$ cat config.mk
export PLATFORM = sky130hd
export DESIGN_NAME = host_port_data_pin_mux
export DESIGN_NICKNAME = d
export VERILOG_FILES = /design/src/hw/host_port_data_pin_mux.v /design/src/hw/pin_pad_cell.v
export VERILOG_INCLUDE_DIRS = /design/src /design/src/hw
export SDC_FILE = /design/constraint.sdc
export NUM_CORES = 1
export LEC_CHECK = 0
export BUFFER_PORTS_ARGS = -buffer_cell sky130_fd_sc_hd__buf_2
export CORE_AREA = 2 2 70 72
export CTS_BUF_LIST = sky130_fd_sc_hd__clkbuf_8
export DETAILED_ROUTE_END_ITERATION = 7
export DIE_AREA = 0 0 72 74
export GPL_ROUTABILITY_DRIVEN = 0
export PLACE_DENSITY = 0.85
export SYNTH_ARGS = -nofsm -noshare
export SYNTH_HDL_FRONTEND = slang
export SYNTH_HIERARCHICAL = 1
export SYNTH_SLANG_ARGS = --single-unit
$ cat constraint.sdc
create_clock -name i_clk -period 2.6 [get_ports i_clk]
set_clock_uncertainty 0.1 [all_clocks]
set_input_delay 0.13 -clock i_clk [delete_from_list [all_inputs] [get_ports i_clk]]
set_output_delay 0.13 -clock i_clk [all_outputs]
set_load 0.05 [all_outputs]
$ cat src/hw/host_port_data_pin_mux_defs.vh
`ifndef HOST_PORT_DATA_PIN_MUX_DEFS_VH
`define HOST_PORT_DATA_PIN_MUX_DEFS_VH

// ****************************************************************
// Widths and reset values
// ****************************************************************
`define PIN_WIDTH           8
`define PIO_LOW_BIT         36
`define PIO_HIGH_BIT        43
`define DIR_RESET           8'h00
`define HOLDER_RESET        1'b1
`define FUNC_PIO            1'b0
`define FUNC_HOST           1'b1
`define HALF_ADDR           1'b0
`define HALF_DATA           1'b1

`endif

$ cat src/hw/host_port_data_pin_mux.v
// What this block does
// Strap low selects parallel I/O bits 43..36, high selects host data bus.
// Selected function takes effect when reset is released.
// In parallel I/O mode all eight lines are inputs after reset.
// In host mode all eight data lines are inputs after reset.
// Strap high gives multiplexed host mode, address and data share bus.
// Each host cycle is two consecutive byte transfers, assembled here.
// Bus holders keep the last driven level when pins float.
// Holders enabled at reset, software control bit may change them.
// Pins float in OFF mode: test reset 0, emu zero 1, emu off 0.
// Pins float while reset is low.
// Strap caught at reset release, held until next reset.

`include "host_port_data_pin_mux_defs.vh"

module host_port_data_pin_mux #(
  parameter WIDTH = `PIN_WIDTH
) (
  // Clock and reset
  input  wire             i_clk,
  input  wire             i_rst_b,
  // Strap and test pins
  input  wire             i_boot_function_strap,
  input  wire             i_test_rst_b,
  input  wire             i_emulation_pin_zero,
  input  wire             i_emulation_off_pin,
  // Holder control from the external bus control register
  input  wire             i_holder_en,
  input  wire             i_holder_we,
  // Parallel I/O side
  input  wire [WIDTH-1:0] i_pio_out,
  input  wire [WIDTH-1:0] i_pio_dir,
  input  wire             i_pio_dir_we,
  output reg  [WIDTH-1:0] o_parallel_io_upper_bits,
  // Host interface side
  input  wire             i_host_strobe,
  input  wire             i_host_read,
  input  wire [WIDTH-1:0] i_host_rdata,
  output reg  [WIDTH-1:0] o_host_addr,
  output reg  [WIDTH-1:0] o_host_wdata,
  output reg              o_host_cycle_done,
  output reg              o_host_mode,
  output reg              o_holder_state,
  // Pads
  input  wire [WIDTH-1:0] i_host_port_data_pins,
  output wire [WIDTH-1:0] o_host_port_data_pins,
  output wire [WIDTH-1:0] o_host_port_data_pins_oe
);

  // ****************************************************************
  // Strap capture
  // ****************************************************************
  // Capture one clock after release; async reset may only load constants
  reg strap_done_r;
  reg func_r;
  always @(posedge i_clk or negedge i_rst_b) begin
    if (!i_rst_b) begin
      strap_done_r <= 1'b0;
      func_r       <= `FUNC_PIO;
    end else if (!strap_done_r) begin
      strap_done_r <= 1'b1;
      func_r       <= i_boot_function_strap;
    end
  end

  always @(posedge i_clk or negedge i_rst_b) begin
    if (!i_rst_b) begin
      o_host_mode <= 1'b0;
    end else begin
      o_host_mode <= strap_done_r ? func_r : i_boot_function_strap;
    end
  end

  // ****************************************************************
  // Holder and direction control
  // ****************************************************************
  reg             holder_r;
  reg [WIDTH-1:0] dir_r;
  always @(posedge i_clk or negedge i_rst_b) begin
    if (!i_rst_b) begin
      holder_r <= `HOLDER_RESET;
      dir_r    <= `DIR_RESET;
    end else begin
      if (i_holder_we) begin
        holder_r <= i_holder_en;
      end
      if (i_pio_dir_we && strap_done_r && func_r == `FUNC_PIO) begin
        dir_r <= i_pio_dir;
      end
    end
  end

  always @(posedge i_clk or negedge i_rst_b) begin
    if (!i_rst_b) begin
      o_holder_state <= `HOLDER_RESET;
    end else begin
      o_holder_state <= holder_r;
    end
  end

  wire off_mode;
  assign off_mode = !i_test_rst_b && i_emulation_pin_zero
                    && !i_emulation_off_pin;

  // ****************************************************************
  // Multiplexed host cycle: address byte then data byte
  // ****************************************************************
  reg half_r;
  reg host_read_r;
  always @(posedge i_clk or negedge i_rst_b) begin
    if (!i_rst_b) begin
      half_r            <= `HALF_ADDR;
      host_read_r       <= 1'b0;
      o_host_addr       <= 8'h00;
      o_host_wdata      <= 8'h00;
      o_host_cycle_done <= 1'b0;
    end else begin
      o_host_cycle_done <= 1'b0;
      if (strap_done_r && func_r == `FUNC_HOST && i_host_strobe) begin
        if (half_r == `HALF_ADDR) begin
          o_host_addr <= i_host_port_data_pins;
          host_read_r <= i_host_read;
          half_r      <= `HALF_DATA;
        end else begin
          if (!host_read_r) begin
            o_host_wdata <= i_host_port_data_pins;
          end
          half_r            <= `HALF_ADDR;
          o_host_cycle_done <= 1'b1;
        end
      end
    end
  end

  // ****************************************************************
  // Pin drive selection
  // ****************************************************************
  reg [WIDTH-1:0] drive;
  reg [WIDTH-1:0] value;
  always @* begin
    drive = {WIDTH{1'b0}};
    value = {WIDTH{1'b0}};
    if (!strap_done_r || off_mode) begin
      drive = {WIDTH{1'b0}};
    end else if (func_r == `FUNC_PIO) begin
      drive = dir_r;
      value = i_pio_out;
    end else if (half_r == `HALF_DATA && host_read_r) begin
      drive = {WIDTH{1'b1}};
      value = i_host_rdata;
    end
  end

  always @(posedge i_clk or negedge i_rst_b) begin
    if (!i_rst_b) begin
      o_parallel_io_upper_bits <= 8'h00;
    end else begin
      o_parallel_io_upper_bits <= i_host_port_data_pins;
    end
  end

  genvar g;
  generate
    for (g = 0; g < WIDTH; g = g + 1) begin : g_pad
      pin_pad_cell u_pad (
        .i_clk       (i_clk),
        .i_rst_b     (i_rst_b),
        .i_drive     (drive[g]),
        .i_value     (value[g]),
        .i_holder_en (holder_r),
        .i_pad       (i_host_port_data_pins[g]),
        .o_pad       (o_host_port_data_pins[g]),
        .o_pad_oe    (o_host_port_data_pins_oe[g])
      );
    end
  endgenerate

endmodule

$ cat src/hw/pin_pad_cell.v
// ****************************************************************
// One pad slice: drive, float and bus holder
// ****************************************************************
module pin_pad_cell (
  // Clock and reset
  input  wire i_clk,
  input  wire i_rst_b,
  // Control
  input  wire i_drive,
  input  wire i_value,
  input  wire i_holder_en,
  // Pad
  input  wire i_pad,
  output reg  o_pad,
  output reg  o_pad_oe
);

  reg last_r;

  // Remember the last driven level for the holder
  always @(posedge i_clk or negedge i_rst_b) begin
    if (!i_rst_b) begin
      last_r <= 1'b0;
    end else if (i_drive) begin
      last_r <= i_value;
    end
  end

  always @(posedge i_clk or negedge i_rst_b) begin
    if (!i_rst_b) begin
      o_pad    <= 1'b0;
      o_pad_oe <= 1'b0;
    end else if (i_drive) begin
      o_pad    <= i_value;
      o_pad_oe <= 1'b1;
    end else if (i_holder_en) begin
      // Weak keeper: holds last level when floated
      o_pad    <= last_r;
      o_pad_oe <= 1'b0;
    end else begin
      o_pad    <= 1'b0;
      o_pad_oe <= 1'b0;
    end
  end

  // Pad input is not used in this slice; it only feeds an unused wire
  wire unused_pad;
  assign unused_pad = i_pad;

endmodule

# After elaboration in Yosys (flattened, before gate mapping)
# Cells that the tools add are included.
op_classes:
  reduce_logical: 13
  bitwise_logic: 3
  n_mux: 34
op_table:
  columns: ["operator", "n"]
  rows:
  - ["$mux 8", 6]
  - ["$mux 1", 28]
  - ["$logic_and 1x1->1", 7]
  - ["$logic_not 1->1", 3]
  - ["$not 1->1", 3]
  - ["$reduce_and 3->1", 1]
  - ["$reduce_and 2->1", 1]
  - ["$logic_or 1x1->1", 1]
totals:
  elab_cells: 85
  register_bits: 63
  inputBits: 43

# Depth between registers and ports, before layout
depth:
  ltp_word: 6
  depth_mapped: 7
  mapped_depth_nobuf: 5

# Hierarchy
# Netlist, hierarchy kept.
by_module_without_submodules:
  columns: ["mod", "seq_area_each_um2", "cells_per_inst", "n_inst", "area_each_um2"]
  rows:
  - ["host_port_data_pin_mux", 978.4, 124, 1, 1639.1]
  - ["pin_pad_cell", 75.1, 8, 8, 98.8]

# Least setup slack after synthesis
# OpenSTA, ideal clock, no wires.
synth_path:
  path_kind: "register -> register"
  start: "register o_host_mode (netlist name)"
  end: "register dir_r[0]"
  arrival_ns: 1.542
  stages_incl_launch_ff: 4
  t_required_ns: 2.375
  path_slack_ns: 0.833
  setup_time_ns: 0.125
  cell_sequence: "dfrtp_1 > clkbuf_1 > nand3b_2 > mux2_2"
synth_lines:
  columns: ["element", "line", "source"]
  rows:
  - ["end signal, assigned", "host_port_data_pin_mux.v:82", "dir_r <= `DIR_RESET;"]
  - ["end signal, assigned", "host_port_data_pin_mux.v:88", "dir_r <= i_pio_dir;"]
  - ["end, declared", "host_port_data_pin_mux.v:78", "reg [WIDTH-1:0] dir_r;"]

==> summary.txt <==
Synth
  • Main combinational cell family by area after synthesis: multiplexers
  • Synthesized area: between 2000 and 2500 µm²
  • Top-count cell post-synth: dfrtp_1
  • Simple-Gate Fraction of Synth Area: 12.6%
  • Post-synth ARST share: 100%
  • Synthesized net count: between 200 and 250
  • Post-synth cell types: 23
  • Ys Warns: 6
  • Post-Synthesis Cells: between 150 and 200
  • Mux cell area share after synthesis: between 10% and 20%
  • Synth top area cells: dfrtp_1 (63%), mux2_2 (8.3%), mux2_4 (5.6%), a21oi_1 (3.3%), nand2_1 (2.8%)
  • Post-Synth XOR/XNOR Area: 0%
  • Post-synth EDFFs: 0
  • Synth area leader: dfrtp_1
  • Compound-Gate Fraction of Synth Area: ~5.5%
  • Adder-cell area share of the yosys netlist: 0%
  • Seq cells post-synth: 63
  • Avg Cell Area, Syn: approximately 13 µm²
  • Sequential area share after synthesis: around two thirds
  • Synth top cells by count: dfrtp_1 (61), mux2_2 (18), nand2_1 (18)
  • Top FF cell, synth: dfrtp_1
  • Post-synth top area share: 62.8%

Worst setup path
  • CP arrival: a little over 2 ns
  • CP top delay family: flip-flops
  • Crit start category: register
  • Slowest CP cell: dfrtp_1
  • Critical-path cell list: nand3_1, or2_1, mux2_4
  • Slowest stage delay, CP: about 0.7 ns
  • WP buf/inv: 0
  • Crit Path Max Fanout: 23
  • Critical path required time: between 2 and 3 ns
  • Critical path class: reg -> reg
  • Critical Path End Type: register

Floorplanning
  • Die Span X: around 72 µm
  • Full die area: 5330 µm²
  • Die height: 74 µm
  • Core area: between 4000 and 5000 µm²
  • Row count: 25
  • # IOs: 86
  • Initial core utilization: about 53%

Power and ir drop
  • Power Density: around 1000 nW/µm²
  • Cell internal pwr: roughly 2200 µW
  • Psw: 1340 µW
  • Peak VDD IR: about 0.57 mV
  • Flop pwr share: between 30% and 40%
  • Leak: approximately 0.0017 µW
  • Comb pwr share: roughly a third
  • Clk pwr share: a little over a quarter
  • Sw Share: 37.9%

Timing
  • Maximum clock frequency: about 510 MHz
  • Tmin final: 1.96 ns
  • TNS Setup: 0 ns
  • Period utilization: between 70% and 80%
  • Tightest Pin Transition: around 1.1 ns
  • Max_slew headroom: just under 30%
  • Fin. Hold Viols: 0
  • Fin. max-slew vios: 0
  • RSZ-0062 raised after global routing: no
  • Final setup fails: 0

Cells and area
  • Layout cell share with drive strength beyond 1: a little over two fifths
  • Multi-input logic area: ~780 µm²
  • Area Growth Syn to Fin: 38.5%
  • Fillers: around 320
  • # diodes: 0
  • Final Non-Filler Cells: 361
  • Register Area: 1580 µm²
  • Layout Nets: about 350

Min path
  • Worst Hold Class: in -> reg

GRT
  • Global-route wire length before repair: 8110 µm
  • GRT overflow: 0
  • Global Route Usage Sum: between 20% and 30%
  • Number of global-route vias before repair: approximately 1700
  • Largest net degree at the start of global routing: 33
  • Initial antenna violation count: 0

Clock network
  • Num CTS Buffers: 9
  • Post-CTS Resized: 0
  • H-tree levels: 3
  • Skew-Pair Late Insertion Delay: between 0.3 and 0.4 ns
  • CTS tree: yes
  • Hold_buf cts: 22
  • CTS max path bufs: 2
  • # Post-CTS Setup Buffers: 0
  • Root Driver: clkbuf_8
  • Clock transition at path regs: about 0.070 ns
  • Num Clock Sinks: 63

Routing
  • Remaining antenna violation count: 0
  • WL per Instance: 14.2 µm
  • Post-Route WL: roughly 5000 µm
  • Via density: around 4.9
  • Vias post-DR: 1771
  • Drt initial violations: 96
  • Post-route DRC: 0
  • DR pass1 iterations: 4

Placement
  • Placed Cells: about 320
  • # port buffers: between 80 and 90
  • HPWL Detailed: between 3000 and 4000 µm

Run status
  • Run status: complete, no violations

Flow run
  • Maxcap violations: 0
-- sequential cells by signal, summed over array words and instances (netlist names) --
signal                    count
holder_r                      1
strap_done_r                  1
dir_r                         8
o_host_mode                   1
o_host_addr                   8
o_holder_state                1
o_host_cycle_done             1
o_parallel_io_upper_bits      8
o_host_wdata                  8
g_pad.u_pad/o_pad_oe          8
host_read_r                   1
half_r                        1
g_pad.u_pad/last_r            8
g_pad.u_pad/o_pad             8
-- final timing paths --
kind                       cells after the start                             end                     from  slack, ns
max in group asynchronous                      3        o_holder_state$_DFF_PN1_                  i_rst_b       1.44
max                                            3      o_host_addr[2]$_DFFE_PN0P_  o_host_mode$_DFFE_PN0N_       0.64
max reg2reg                                    3      o_host_addr[2]$_DFFE_PN0P_  o_host_mode$_DFFE_PN0N_       0.64
min reg2reg                                    0        o_holder_state$_DFF_PN1_     holder_r$_DFFE_PN1P_       0.35
min in group asynchronous                      2  g_pad[6].u_pad/o_pad$_DFF_PN0_                  i_rst_b       0.27
min                                            5  g_pad[6].u_pad/o_pad$_DFF_PN0_          i_host_rdata[6]       0.06
-- cells in the final DEF, fill, tap and decap left out, drive strengths merged --
| cell type | count |
|---|---|
| o31ai | 1 |
| clkbuf | 11 |
| clkinvlp | 2 |
| buf | 87 |
| mux2 | 27 |
| nand3b | 9 |
| dlygate4sd3 | 22 |
| dfstp | 2 |
| conb | 1 |
| nand2 | 18 |
| nor2 | 8 |
| o21ai | 8 |
| or2 | 1 |
| dfrtp | 61 |
| a21oi | 16 |
| and3 | 1 |
| bufinv | 2 |
| nand2b | 8 |
| inv | 9 |
| nor2b | 9 |
| clkinv | 1 |
| nand3 | 2 |
| and4 | 1 |
-- layout make-up --
cell class | instances | area share (%)
Clock buffer | 11 | 4.50
Sequential cell | 63 | 46.9
Timing Repair Buffer | 109 | 20.0
Clock inverter | 5 | 2.38
Multi-Input combinational cell | 110 | 23.2
Inverter | 9 | 1.00
Tap cell | 54 | 2.01
-- worst register-to-register path: cells and delay by family (launching register included) --
kind | cells | cell delay (ns)
DFF | 1 | 0.72
muxes | 1 | 0.39
and+or+nand+nor | 2 | 0.63
-- kinds of logic (layout without fill, tap and decap cells) --
family | count (synthesis) | count (layout)
other cells | 1 | 1
mux | 27 | 27
compound gates | 25 | 25
simple gates | 57 | 57
flops | 63 | 63
buf+inv | 15 | 134
-- power groups by stage --
stage,Combinational [µW],Sequential (µW),Clock (µW)
final,1210,1370,951
after global routing,1280,1390,1010
after CTS,1220,1360,972
after detailed placement,1190,1380,0
after global placement,1160,1370,0
after floorplan,319,1940,0
-- metal layers --
metal	vias up	global-route usage [%]	wire length (µm)
li1	857	-	-
met5	-	0	0
met1	848	25.8	2130
met4	0	11.3	136
met2	53	33.3	2610
met3	13	5.96	258
-- stage by stage --
stage | utilization [%] | cell area [µm²] | setup slack (ns) | hold slack [ns] | power, µW
2_1_floorplan | - | 2430 | 0.833 | -0.266 | 2260
3_3_place_gp | 63.4 | 2910 | 0.759 | 0.105 | 2530
3_5_place_dp | 63.4 | 2910 | 0.657 | 0.114 | 2560
4_1_cts | 73.2 | 3370 | 0.647 | 0.0477 | 3550
5_1_grt | 73.2 | 3370 | 0.399 | 0.101 | 3680
6_report | 73.2 | 3370 | 0.642 | 0.0640 | 3530
(Power assumes the default switching activity.)
